**config.mk**
```make
export PLATFORM = sky130hd
export DESIGN_NAME = msc_mode_ctrl
export DESIGN_NICKNAME = d
export VERILOG_FILES = /design/src/rtl/msc_pkg.sv /design/src/rtl/msc_mode_ctrl.sv
export SDC_FILE = /design/constraint.sdc
export NUM_CORES = 1
export LEC_CHECK = 0
export BUFFER_PORTS_ARGS = -buffer_cell sky130_fd_sc_hd__buf_2
export CAP_MARGIN = 15
export CORE_MARGIN = 2
export CORE_UTILIZATION = 40
export DETAILED_ROUTE_END_ITERATION = 8
export PLACE_DENSITY = 0.81
export SYNTH_ARGS = -nofsm -noshare
export SYNTH_HDL_FRONTEND = slang
export SYNTH_SLANG_ARGS = --single-unit
```
**constraint.sdc**
```tcl
create_clock -name mclk -period 2.5 [get_ports mclk]
set_clock_uncertainty 0.2 [all_clocks]
set_input_delay 0.125 -clock mclk [delete_from_list [all_inputs] [get_ports mclk]]
set_output_delay 0.125 -clock mclk [all_outputs]
set_load 0.01 [all_outputs]
```
**src/rtl/msc_pkg.sv**
```systemverilog
package msc_pkg;
    // Register byte addresses (low 16 bits); none are multiples of four,
    // so these are indices and the bus byte address is four times each
    localparam logic [15:0] SYSCTL_IDX    = 16'hFF39;
    localparam logic [15:0] MODERB_IDX    = 16'hFF3B;
    localparam logic [15:0] FLGATE_IDX    = 16'hFF42;
    localparam logic [7:0]  SYSCTL_RESET  = 8'h01;
    localparam logic [7:0]  FLGATE_RESET  = 8'h00;
    localparam logic [7:0]  MODERB_FIXED  = 8'h80;
    // System control and flash gate field positions
    localparam int SC_IRQ_MODE_HI = 5;
    localparam int SC_IRQ_MODE_LO = 4;
    localparam int SC_NMI_EDGE    = 3;
    localparam int SC_LOW_STROBE  = 2;
    localparam int SC_IRQ_ROUTE   = 1;
    localparam int SC_RAM_EN      = 0;
    localparam int FG_MAP_EN      = 3;
    // Writable masks
    localparam logic [7:0] SYSCTL_WMASK = 8'hBF;
    localparam logic [7:0] FLGATE_WMASK = 8'h08;
    // Flash control register window (24-bit address)
    localparam logic [23:0] FLASH_WIN_LO = 24'h0FFFC8;
    localparam logic [23:0] FLASH_WIN_HI = 24'h0FFFCB;
    // Address space limit: 16 Mbytes
    localparam int ADDR_BITS = 24;
    // Operating mode codes
    typedef enum logic [3:0] {
        MSC_MODE_4  = 4'h4,
        MSC_MODE_5  = 4'h5,
        MSC_MODE_6  = 4'h6,
        MSC_MODE_7  = 4'h7,
        MSC_MODE_10 = 4'hA,
        MSC_MODE_11 = 4'hB,
        MSC_MODE_14 = 4'hE,
        MSC_MODE_15 = 4'hF
    } msc_mode_t;
    // Bus slave state
    typedef enum logic [1:0] {
        MSC_IDLE = 2'b01,
        MSC_DATA = 2'b10
    } msc_state_t;
endpackage

```
**src/rtl/msc_mode_ctrl.sv**
```systemverilog
`timescale 1ns/10ps
//////////////////////////////////////////////////////////////////////////////
// Functional notes
// - Write enable low: pins 1xx give modes 4-7
// - Write enable high: modes 10,11,14,15 allow flashing
// - Initial bus 16 bits mode 4, else 8
// - Expanded: any 16-bit area gives 16-bit bus
// - ROM off modes 4,5; single-chip blocks external
// - Addresses limited to 16 Mbytes
// - Readback bit7 one, bits6-3 zero, read-only
// - Readback bits2-0 latch pins on read
// - Interrupt mode field, 01 and 11 prohibited
// - Bit3 chooses NMI edge
// - Bit2 releases low strobe pin to port
// - Bit1 selects IRQ4-7 source port
// - Bit0 RAM enable, reset to one
// - Flash gate zero unmaps flash registers
// - Flash gate one maps flash window
// - Flash gate resets zero, bits7-4 zero
// - Non-flash parts: flash gate nonfunctional
//////////////////////////////////////////////////////////////////////////////
module msc_mode_ctrl #(
    parameter bit FLASH_VARIANT = 1'b1,
    parameter bit ROMLESS       = 1'b0,
    // Returned by the flash gate on non-flash parts; arbitrary value
    parameter logic [7:0] UNDEF_READ = 8'h00
) (
    input  wire logic                       mclk,
    input  wire logic                       nrst,
    input  wire logic                       hsel,
    input  wire logic [31:0]                haddr,
    input  wire logic [1:0]                 htrans,
    input  wire logic                       hwrite,
    input  wire logic [2:0]                 hsize,
    input  wire logic [31:0]                hwdata,
    input  wire logic                       hready,
    output logic      [31:0]                hrdata,
    output logic                            hreadyout,
    output logic                            hresp,
    input  wire logic                       mode_pin_2,
    input  wire logic                       mode_pin_1,
    input  wire logic                       mode_pin_0,
    input  wire logic                       flash_write_enable_pin,
    input  wire logic                       hw_standby,
    input  wire logic                       area_16bit_any,
    input  wire logic [msc_pkg::ADDR_BITS-1:0] cpu_addr,
    output logic      [3:0]                 op_mode,
    output logic                            mode_valid,
    output logic                            flash_prog_allowed,
    output logic                            rom_enable,
    output logic                            external_allowed,
    output logic                            bus_16bit,
    output logic                            irq_ctrl_mode_hi,
    output logic                            irq_ctrl_mode_lo,
    output logic                            irq_mode_prohibited,
    output logic                            nmi_edge_select,
    output logic                            low_strobe_out_disable,
    output logic                            irq_pin_route_select,
    output logic                            onchip_ram_enable,
    output logic                            flash_regs_map_enable,
    output logic                            flash_regs_selected
);
    import msc_pkg::*;

    initial begin
        if (ROMLESS && FLASH_VARIANT) begin
            $error("ROM-less part cannot be a flash variant");
        end
    end

    //////////////////////////////////////////////////////////////////////////
    // Pin synchronisers
    logic [3:0] pin_meta;
    logic [3:0] pin_sync;
    always_ff @(posedge mclk) begin
        pin_meta <= {flash_write_enable_pin, mode_pin_2, mode_pin_1,
                     mode_pin_0};
        pin_sync <= pin_meta;
    end

    //////////////////////////////////////////////////////////////////////////
    // Mode decode; relies on straps being legal and steady
    // Non-flash parts ignore the write enable strap
    wire wen_eff = FLASH_VARIANT & pin_sync[3];
    wire [3:0] next_mode = {wen_eff, pin_sync[2:0]};

    function automatic logic mode_legal(input logic [3:0] m);
        case (m)
            4'h4, 4'h5:             mode_legal = 1'b1;
            4'h6, 4'h7:             mode_legal = !ROMLESS;
            4'hA, 4'hB, 4'hE, 4'hF: mode_legal = FLASH_VARIANT;
            default:                mode_legal = 1'b0;
        endcase
    endfunction

    // Mode caught one cycle after reset release so pins have settled
    logic       mode_caught;
    logic [3:0] mode_q;
    always_ff @(posedge mclk) begin
        if (!nrst) begin
            mode_caught <= 1'b0;
            mode_q      <= 4'h0;
        end else if (!mode_caught) begin
            mode_caught <= 1'b1;
            mode_q      <= next_mode;
        end
    end

    // Single-chip modes 7, 11 and 15 all end in pins 11
    wire single_chip = mode_q[1] & mode_q[0];
    wire rom_off     = (mode_q == MSC_MODE_4) | (mode_q == MSC_MODE_5);
    wire expanded    = mode_valid & !single_chip;

    // Initial width: mode 4 starts 16-bit until areas say otherwise.
    // Bus controller supplies area_16bit_any, which for mode 4 is high
    // after reset since all areas default to 16-bit there.
    logic area_seen;
    always_ff @(posedge mclk) begin
        if (!nrst) begin
            area_seen <= 1'b0;
        // Wait for the caught mode, else reset gives a false change
        end else if (mode_caught &&
                     area_16bit_any != (mode_q == MSC_MODE_4)) begin
            area_seen <= 1'b1;
        end
    end
    wire init_16  = (mode_q == MSC_MODE_4);
    wire width_16 = area_seen ? area_16bit_any : init_16;

    assign op_mode            = mode_q;
    assign mode_valid         = mode_caught & mode_legal(mode_q);
    assign flash_prog_allowed = mode_valid & mode_q[3];
    assign rom_enable         = mode_valid & !rom_off;
    assign external_allowed   = expanded;
    assign bus_16bit          = expanded & width_16;

    //////////////////////////////////////////////////////////////////////////
    // AHB-Lite slave: registers at four times their index
    wire        req      = hsel & hready & htrans[1];
    wire [15:0] word_idx = haddr[17:2];
    wire        hit_sc   = word_idx == SYSCTL_IDX;
    wire        hit_mr   = word_idx == MODERB_IDX;
    wire        hit_fg   = word_idx == FLGATE_IDX;

    msc_state_t state;
    logic       wr_q;
    logic [2:0] sel_q;
    always_ff @(posedge mclk) begin
        if (!nrst) begin
            state <= MSC_IDLE;
            wr_q  <= 1'b0;
            sel_q <= 3'b000;
        end else begin
            state <= req ? MSC_DATA : MSC_IDLE;
            wr_q  <= req & hwrite;
            sel_q <= req ? {hit_fg, hit_mr, hit_sc} : 3'b000;
        end
    end

    wire data_ph = (state == MSC_DATA);
    wire wr_sc   = data_ph & wr_q & sel_q[0];
    wire wr_fg   = data_ph & wr_q & sel_q[2] & FLASH_VARIANT;
    wire rd_mr   = req & !hwrite & hit_mr;

    assign hreadyout = 1'b1;
    assign hresp     = 1'b0;

    //////////////////////////////////////////////////////////////////////////
    // Registers
    logic [7:0] system_control;
    logic [7:0] flash_register_gate;
    logic [2:0] mode_sense;

    always_ff @(posedge mclk) begin
        if (!nrst) begin
            system_control <= SYSCTL_RESET;
        end else if (wr_sc) begin
            system_control <= hwdata[7:0] & SYSCTL_WMASK;
        end
    end

    always_ff @(posedge mclk) begin
        if (!nrst || hw_standby) begin
            flash_register_gate <= FLGATE_RESET;
        end else if (wr_fg) begin
            flash_register_gate <= hwdata[7:0] & FLGATE_WMASK;
        end
    end

    // Latched at the address phase of a read of the readback register
    always_ff @(posedge mclk) begin
        if (!nrst) begin
            mode_sense <= 3'b000;
        end else if (rd_mr) begin
            mode_sense <= pin_sync[2:0];
        end
    end

    wire [7:0] mode_readback = MODERB_FIXED | {5'h00, mode_sense};
    wire [7:0] fg_read = FLASH_VARIANT ? flash_register_gate
                                       : UNDEF_READ;

    wire [7:0] rd_byte = sel_q[0] ? system_control :
                         sel_q[1] ? mode_readback  :
                         sel_q[2] ? fg_read        : 8'h00;

    logic [31:0] rdata_q;
    always_ff @(posedge mclk) begin
        if (!nrst) begin
            rdata_q <= 32'h0000_0000;
        end else begin
            rdata_q <= {24'h000000, rd_byte};
        end
    end
    assign hrdata = data_ph ? {24'h000000, rd_byte} : rdata_q;

    //////////////////////////////////////////////////////////////////////////
    // Control outputs
    assign irq_ctrl_mode_hi       = system_control[SC_IRQ_MODE_HI];
    assign irq_ctrl_mode_lo       = system_control[SC_IRQ_MODE_LO];
    assign irq_mode_prohibited    = system_control[SC_IRQ_MODE_LO];
    assign nmi_edge_select        = system_control[SC_NMI_EDGE];
    assign low_strobe_out_disable = system_control[SC_LOW_STROBE];
    assign irq_pin_route_select   = system_control[SC_IRQ_ROUTE];
    assign onchip_ram_enable      = system_control[SC_RAM_EN];
    assign flash_regs_map_enable  = flash_register_gate[FG_MAP_EN];

    // Address space is 24 bits wide by construction
    wire in_flash_win = (cpu_addr >= FLASH_WIN_LO)
                      & (cpu_addr <= FLASH_WIN_HI);
    assign flash_regs_selected = flash_regs_map_enable & in_flash_win;

    //////////////////////////////////////////////////////////////////////////
    // Checks
    AST_RAM_RESET: assert property (@(posedge mclk)
        !nrst |=> onchip_ram_enable)
        else $error("RAM enable not set after reset");
    AST_GATE_RESET: assert property (@(posedge mclk)
        !nrst |=> !flash_regs_map_enable)
        else $error("Flash gate not cleared by reset");
    AST_FG_MAP: assert property (@(posedge mclk) disable iff (!nrst)
        !flash_regs_map_enable |-> !flash_regs_selected)
        else $error("Flash window mapped while gate clear");
    AST_FG_HIT: assert property (@(posedge mclk) disable iff (!nrst)
        flash_regs_map_enable && cpu_addr == FLASH_WIN_HI
        |-> flash_regs_selected)
        else $error("Flash window not mapped");
    AST_RB_FIXED: assert property (@(posedge mclk) disable iff (!nrst)
        mode_readback[7:3] == 5'h10)
        else $error("Readback fixed bits wrong");
    AST_RB_LATCH: assert property (@(posedge mclk) disable iff (!nrst)
        rd_mr |=> mode_sense == $past(pin_sync[2:0]))
        else $error("Mode sense not latched on read");
    AST_BIT6: assert property (@(posedge mclk) disable iff (!nrst)
        !system_control[6])
        else $error("System control bit 6 set");
    AST_ROM: assert property (@(posedge mclk) disable iff (!nrst)
        mode_valid && mode_q[2:1] == 2'b10 |-> !rom_enable)
        else $error("ROM on in mode 4 or 5");
    AST_SINGLE: assert property (@(posedge mclk) disable iff (!nrst)
        mode_valid && mode_q[1] && mode_q[0] |-> !external_allowed)
        else $error("External access in single-chip mode");
    AST_WIDTH: assert property (@(posedge mclk) disable iff (!nrst)
        $rose(mode_caught) && mode_valid ##1 !area_seen
        |-> bus_16bit == (mode_q == MSC_MODE_4))
        else $error("Initial bus width wrong");
    AST_FLASH: assert property (@(posedge mclk) disable iff (!nrst)
        flash_prog_allowed |-> mode_q[3] && FLASH_VARIANT)
        else $error("Flash programming in wrong mode");
    AST_MODE1: assert property (@(posedge mclk) disable iff (!nrst)
        $rose(mode_caught) && !mode_q[3]
        |-> mode_q[2:0] == $past(pin_sync[2:0]))
        else $error("Mode decode wrong");

    //////////////////////////////////////////////////////////////////////////
    // Mode and bus width checks
    AST_MODE_HOLD: assert property (@(posedge mclk) disable iff (!nrst)
        mode_caught |=> $stable(mode_q))
        else $error("Mode changed while running");
    AST_FLASH_ON: assert property (@(posedge mclk) disable iff (!nrst)
        mode_valid && mode_q[3] |-> flash_prog_allowed)
        else $error("Flash programming not allowed in flash mode");
    AST_EXT_WIDTH: assert property (@(posedge mclk) disable iff (!nrst)
        !external_allowed |-> !bus_16bit)
        else $error("Bus width set without external bus");
    AST_TRACK: assert property (@(posedge mclk) disable iff (!nrst)
        area_seen && external_allowed |-> bus_16bit == area_16bit_any)
        else $error("Bus width not following areas");
    AST_ROM_ON: assert property (@(posedge mclk) disable iff (!nrst)
        mode_valid && (mode_q[1] || mode_q[3]) |-> rom_enable)
        else $error("ROM off in a ROM mode");
    AST_EXT_ON: assert property (@(posedge mclk) disable iff (!nrst)
        mode_valid && !(mode_q[1] && mode_q[0]) |-> external_allowed)
        else $error("External access blocked in expanded mode");

    //////////////////////////////////////////////////////////////////////////
    // Register and bus checks
    AST_SC_WRITE: assert property (@(posedge mclk) disable iff (!nrst)
        wr_sc |=> system_control == ($past(hwdata[7:0]) & SYSCTL_WMASK))
        else $error("System control write lost");
    AST_NMI_EDGE: assert property (@(posedge mclk) disable iff (!nrst)
        wr_sc |=> nmi_edge_select == $past(hwdata[3]))
        else $error("NMI edge select not written");
    AST_LOW_STROBE: assert property (@(posedge mclk) disable iff (!nrst)
        wr_sc |=> low_strobe_out_disable == $past(hwdata[2]))
        else $error("Low strobe disable not written");
    AST_IRQ_ROUTE: assert property (@(posedge mclk) disable iff (!nrst)
        wr_sc |=> irq_pin_route_select == $past(hwdata[1]))
        else $error("IRQ route select not written");
    AST_RAM_KEEP: assert property (@(posedge mclk) disable iff (!nrst)
        !wr_sc |=> $stable(onchip_ram_enable))
        else $error("RAM enable changed without a write");
    AST_FG_WRITE: assert property (@(posedge mclk) disable iff (!nrst)
        wr_fg && !hw_standby
        |=> flash_register_gate == ($past(hwdata[7:0]) & FLGATE_WMASK))
        else $error("Flash gate write lost");
    AST_FG_ZERO: assert property (@(posedge mclk) disable iff (!nrst)
        flash_register_gate[7:4] == 4'h0)
        else $error("Flash gate upper bits set");
    AST_STANDBY: assert property (@(posedge mclk) disable iff (!nrst)
        hw_standby |=> flash_register_gate == FLGATE_RESET)
        else $error("Flash gate not cleared in standby");
    AST_NOFLASH: assert property (@(posedge mclk) disable iff (!nrst)
        !FLASH_VARIANT |-> !flash_regs_map_enable)
        else $error("Flash gate active on non-flash part");
    AST_GATE_RD: assert property (@(posedge mclk) disable iff (!nrst)
        data_ph && !wr_q && sel_q[2] |-> hrdata[7:0] == fg_read)
        else $error("Flash gate read wrong");
    AST_RB_READ: assert property (@(posedge mclk) disable iff (!nrst)
        data_ph && !wr_q && sel_q[1]
        |-> hrdata[7:0] == {5'h10, mode_sense})
        else $error("Readback data wrong");
    AST_SENSE_HOLD: assert property (@(posedge mclk) disable iff (!nrst)
        !rd_mr |=> $stable(mode_sense))
        else $error("Mode sense changed without a read");
    AST_FG_SEL: assert property (@(posedge mclk) disable iff (!nrst)
        flash_regs_selected
        |-> cpu_addr >= FLASH_WIN_LO && cpu_addr <= FLASH_WIN_HI)
        else $error("Flash window selected outside range");
    AST_HRDATA_HI: assert property (@(posedge mclk) disable iff (!nrst)
        data_ph |-> hrdata[31:8] == 24'h000000)
        else $error("Upper read data not zero");
    AST_OKAY: assert property (@(posedge mclk) disable iff (!nrst)
        hreadyout && !hresp)
        else $error("Bus answer not ready and okay");
endmodule

```
==> results of run 1 <==
cell type report:
cell class / instances / area share
tap: 50 / 0.02616
timing repair buffer: 102 / 0.2564
sequential: 39 / 0.3265
inverter: 2 / 0.003140
clock buffer: 5 / 0.02878
clock inverter: 3 / 0.02826
multi-input combinational: 145 / 0.3307
report_power, final:
part | switching (W) | leakage (nW) | total [W] | internal, W
clock | 0.000216 | 0.0644 | 0.000613 | 0.000398
sequential | 0.0000104 | 0.319 | 0.000647 | 0.000636
combinational | 0.0000567 | 0.797 | 0.000127 | 0.0000707
total | 0.000283 | 1.18 | 0.00139 | 0.00110
per-layer routing:
layer,vias up,track usage,wire length [um]
met1,661,0.1683,1584
met4,0,0.05769,37
met3,4,0.03752,263
met5,-,0,0
met2,67,0.2550,1654
li1,798,-,-
through the flow:
| stage | hold slack (ps) | area (sq um) |
|---|---|---|
| 2_1_floorplan | -47.28 | 1834 |
| 3_3_place_gp | 27.77 | 2054 |
| 3_5_place_dp | 28.62 | 2054 |
| 4_1_cts | 14.10 | 2391 |
| 5_1_grt | 31.03 | 2391 |
| 6_report | 14.03 | 2391 |
sequential cells by signal, indices dropped and copies added, names as in the netlist, named ones only:
register / count
op_mode: 4
next_mode: 4
area_seen: 1
rdata_q: 7
wr_q: 1
fg_read: 1
mode_sense: 3
state: 2
system_control: 7
mode_caught: 1
sel_q: 3
pin_meta: 4
cells by family after synthesis:
family,Yosys count,share of synthesized area
other cells,2,0.004315
flops,39,0.4486
mux,11,0.06398
simple gates,88,0.2646
xor+xnor,1,0.005033
buf+inv,38,0.1510
compound gates,18,0.06254
worst max-delay path by stage:
stage / startpoint / endpoint / slack (ps) / depth (start not counted)
floorplan: haddr[4] / mode_sense[0]$_SDFFE_PN0P_ / 800 / 4
global placement: haddr[4] / mode_sense[2]$_SDFFE_PN0P_ / 650 / 4
detailed placement: haddr[4] / mode_sense[1]$_SDFFE_PN0P_ / 630 / 4
CTS: nrst / sel_q[0]$_SDFF_PN0_ / 390 / 7
global route: nrst / sel_q[0]$_SDFF_PN0_ / 270 / 7
finish: nrst / sel_q[0]$_SDFF_PN0_ / 400 / 7
synthesized netlist by cell type (all sizes together), types with 2 or more instances:
master / count
or4: 3
dfxtp: 39
conb: 2
nand3: 7
a21oi: 6
o21ai: 5
nor4b: 3
nand2: 37
a21boi: 6
nor2: 7
mux2i: 10
nor2b: 12
nand4: 4
buf: 29
inv: 2
and3: 6
clkbuf: 5
worst max-delay path: stages:
cell	delay, ps
dlygate4sd3_1	510
buf_2	130
and2_1	130
inv_1	50
or3_2	500
nor3_1	140
dlygate4sd3_1	550
timing repair:
item / in CTS / in global routing
setup buffers: 0 / 0
hold endpoints to repair: 18 / 0
hold buffers: 20 / 0
==> reports/metrics.yaml, run 1 <==
synth_top_cells_by_area: "dfxtp_1 45%, buf_4 12%, nand2_1 8.0%, mux2i_1 5.8%, nor2b_1 4.3%"
antenna_found_initial: 0
yosysTopAreaCell: "dfxtp_1"
ys_seq_area_frac: 0.4486
htreeDepth: 2
cp.required_ps: 2530
num_vias: 1530
first_global_vias: 1371
end_kind: "flip-flop"
syn_area_per_cell_sq_um: 8.835
overflow: 0
mostFrequentLayoutCell: "buf_2"
synthFlopType: "dfxtp_1"
setup_violations: 0
multiInputGateArea_sq_um: 790.8
syn_inst: 197
drive_gt1_frac: 0.3209
regArea_sq_um: 780.7
fin_ws_ps: 398.5
cts_buffer_depth: 2
n_antenna_cell: 0
drv_slew: 0
hpwl_mm: 2.752
gp_congestion: 0.7576
yosys_warnings: 0
drt_first_iter_violations: 56
core_area_sq_um: 4086
die_h_um: 69.96
drc_errors: 0
synth_edf_count: 0
synthToLayoutAreaGrowth_pct: 37.38
cp.arrival_ps: 2130
vdd.ir_drop.worst_mv: 0.3554
cts_resized: 0
cp_max_fo: 3
wirelength_mm: 3.539
grt_max_degree: 29
cap_violations: 0
track_usage: 0.1455
hold_start: "area_16bit_any"
yosysTopAreaCellShare: 0.4486
io_pins: 156
r2r-end: "fg_read[3]$_SDFFE_PP0P_"
layout_common_cells: "81 x buf_2, 39 x dfxtp_1, 37 x nand2_1, 27 x conb_1, 20 x dlygate4sd3_1"
start_util: 0.4259
cts_sinks: 39
wl_per_cell_um: 10.23
ys_ff_latch: 39
die_w_um: 69.96
period_needed_ps: 2102
fin_crit_sh: 0.8406
final_core_util: 0.5851
grt_pass1_wl_mm: 5.823
r2r-start: "state[1]$_SDFF_PN0_"
cts_made_buffers: 5
holdPathStages: 4
io_buffers: 81
finalPower_w: 0.001388
r2r_cells: 5
nFillCells: 368
drtPass1Iterations: 6
status: "completed"
clock_latency_ps: 280
p_leak_nw: 1.181
syn_area_sq_um: 1740
clk_pin_slew_worst_paths_ps: 70
critical_path_class: "input port to flip-flop"
start_kind: "input port"
hold_class: "input port to flip-flop"
vias_per_cell: 4.422
reg2reg_slack_ps: 580
finalHoldViolCount: 0
cts_tree: "yes"
cts_root_buf: "clkbuf_8"
synth-async-reset-ratio: 0
rsz0062_at_grt: "no"
dp_cells: 318
netlist-cell-type-count: 34
nets: 399
fin_cells: 346
hold_path_end: "area_seen$_SDFFE_PN0P_"
rows: 23
powerDensity_nw_per_um2: 580.3
detail-route-antenna-nets: 0
fmax_mhz: 475.8
place_ws_ps: 629.7
die-area_sq_um: 4894
fin_tns_setup_ps: 0
No activity file was read; power rests on OpenSTA's default activity.
==> inputs of run 2 (changes only) <==
CORE_UTILIZATION = 34   (was 40)
PLACE_DENSITY = 0.73   (was 0.81)
clock period = 1.7 ns   (was 2.5 ns; I/O delays follow)
==> run 2 against run 1 <==
  * The flow now finishes with violations (negative hold slack)
  * Critical path depth is 3 lower
  * Non-clock buffer count up 6
  * Global-route usage fell by 1.5 points
  * Combinational power up 61%
  * Die area increased by 17%
  * Utilization decreased by 9.6 points
  * Clock power hardly changed
  * Flip-flop and latch count unchanged
  * Critical path type is now flip-flop to output port
  * Highest routed layer unchanged
==> reports/metrics.yaml, run 2 (synthesized netlist as in run 1, its figures left out) <==
status: "finished with violations"  # was completed
violations: "negative hold slack"
start_util: 0.3474  # was 0.4259
vdd.ir_drop.worst_mv: 0.3859  # was 0.3554 mV
cts_hold_buf: 23  # was 20
drt_first_iter_violations: 68  # was 56
cap_violations: 0  # unchanged
nFillCells: 495  # was 368
cp_max_fo: 9  # was 3
detail-route-antenna-nets: 0  # unchanged
first_global_vias: 1363  # was 1,371
clk_pin_slew_worst_paths_ps: 70  # about the same
synthToLayoutAreaGrowth_pct: 40.83  # was 37.38%
fin_cells: 371  # was 346
drv_slew: 0  # unchanged
fin_crit_sh: 0.9545
fin_area_sq_um: 2451  # was 2391 sq um
whs_ps: -28.63  # was 14.03 ps
crit_chain: "buf_4 > mux2i_1 > o21ai_0 > buf_2"  # was dlygate4sd3_1 > buf_2 > and2_1 > inv_1 > or3_2 > nor3_1 > dlygate4sd3_1
grt_max_degree: 29  # unchanged
layout_common_cells: "81 x buf_2, 37 x nand2_1, 36 x dfxtp_1, 27 x conb_1, 23 x dlygate4sd3_1"  # was 81 x buf_2, 39 x dfxtp_1, 37 x nand2_1, 27 x conb_1, 20 x dlygate4sd3_1
nets: 405  # was 399
end_kind: "output port"  # was flip-flop
critical-path-max-stage-delay_ps: 390  # was 550 ps
hold_class: "input port to flip-flop"  # unchanged
cts_setup_buffers: 0  # unchanged
reg_top3: "rdata_q: 7 flops, system_control: 7 flops"  # unchanged
rows: 26  # was 23
path_delay_family: "flip-flops"  # was buffers and inverters
critPathSlowestCell: "dfxtp_4"  # was dlygate4sd3_1
drtPass1Iterations: 4  # was 6
die-area_sq_um: 5707  # was 4894 sq um
gp_congestion: 0.7755  # was 0.7576
regArea_sq_um: 787.0  # was 780.7 sq um
rsz0062_at_grt: "no"  # unchanged
fmax_mhz: 616.3
grt_pass1_wl_mm: 5.692  # was 5.823 mm
p_leak_nw: 1.193  # was 1.181 nW
critical_path_class: "flip-flop to output port"  # was input port to flip-flop
drc_errors: 0  # unchanged
wl_per_cell_um: 10.11  # was 10.23 um
cp_num_buf_inv: 2  # was 4
hpwl_mm: 2.777  # was 2.752 mm
core_area_sq_um: 5010  # was 4086 sq um
finalHoldViolCount: 2  # was 0
place_ws_ps: -124.6  # was 629.7 ps
dp_cells: 341  # was 318
num_vias: 1556  # was 1,530
cp.arrival_ps: 1340  # was 2130 ps
fin_ws_ps: 77.38  # was 398.5 ps
setup_violations: 0  # unchanged
multiInputGateArea_sq_um: 815.8  # was 790.8 sq um
track_usage: 0.1305  # was 0.1455
vias_per_cell: 4.194  # was 4.422
place_area_sq_um: 2102  # was 2054 sq um
cts_tree: "yes"  # unchanged
overflow: 0  # unchanged
powerDensity_nw_per_um2: 721.6  # was 580.3 nW/um^2
cts_made_buffers: 5  # unchanged
drive_gt1_frac: 0.3422  # was 0.3209
die_h_um: 75.55  # was 69.96 um
wirelength_mm: 3.750  # was 3.539 mm
die_w_um: 75.55  # was 69.96 um
cp.required_ps: 1410  # was 2530 ps
n_antenna_cell: 0  # unchanged
period_needed_ps: 1623
antenna_found_initial: 0  # unchanged
htreeDepth: 2  # unchanged
cts_root_buf: "clkbuf_8"  # unchanged
start_kind: "flip-flop"  # was input port
clock_latency_ps: 290  # was 280 ps
cts_buffer_depth: 2  # unchanged
mostFrequentLayoutCell: "buf_2"  # unchanged
fin_tns_setup_ps: 0  # unchanged
io_pins: 156  # unchanged
io_buffers: 81  # unchanged
cts_sinks: 39  # unchanged
run 2: cell types whose count changed in the layout (fill, tap and decap cells not counted), sizes merged:
cell / previous run / this run
buf: 82 / 85
dlygate4sd3: 20 / 23
bufinv: 2 / 0
clkbuf: 5 / 6
clkinv: 0 / 1
clkinvlp: 1 / 0
run 2: timing repair:
action                                  in CTS  in global routing
endpoints found under the hold margin       20                  2
pin swaps                                    0                  2
resized for setup                            2                  7
endpoints found under the setup margin       5                 10
run 2: cell type report:
type,instances,share of cell area
Timing Repair Buffer,108,0.2716
Clock inverter,1,0.002042
Tap cell,70,0.03573
Clock buffer,6,0.03369
Sequential cell,39,0.3211
Inverter,2,0.003063
Multi-Input combinational cell,145,0.3328
run 2: layer usage:
layer,share of wire,GRT usage,vias to the layer above
met3,0.10,0.04762,5
met2,0.48,0.2116,73
met5,0,0,-
met4,0.0072,0.04483,0
met1,0.41,0.1607,671
li1,-,-,807
run 2: per-stage QoR:
stage | utilization | total power [W]
global placement | 0.4196 | 0.001127
CTS | 0.4845 | 0.001777
floorplan | - | 0.001094
finish | 0.4893 | 0.001769
detailed placement | 0.4196 | 0.001131
global route | 0.4893 | 0.001849
run 2: path summary, 6_finish.rpt:
path                                     startpoint                             end  slack, ps  cells past startpoint
worst min-delay path                       haddr[9]             sel_q[0]$_SDFF_PN0_        -30                      4
worst max register to register  state[1]$_SDFF_PN0_  system_control[3]$_SDFFE_PN0P_        310                      4
worst min register to register  pin_meta[3]$_DFF_P_            next_mode[3]$_DFF_P_        130                      0
worst max-delay path            sel_q[0]$_SDFF_PN0_                       hrdata[7]         80                      4
run 2: tightest hold or removal path, cell delays in order:
cell and delay (ps):
buf_2 80, or4_4 110, or3_4 120, nor3_1 40
run 2: report_power, final:
part	internal (W)	switching (W)
combinational	0.000117	0.0000875
clock	0.000318	0.000295
sequential	0.000935	0.0000162
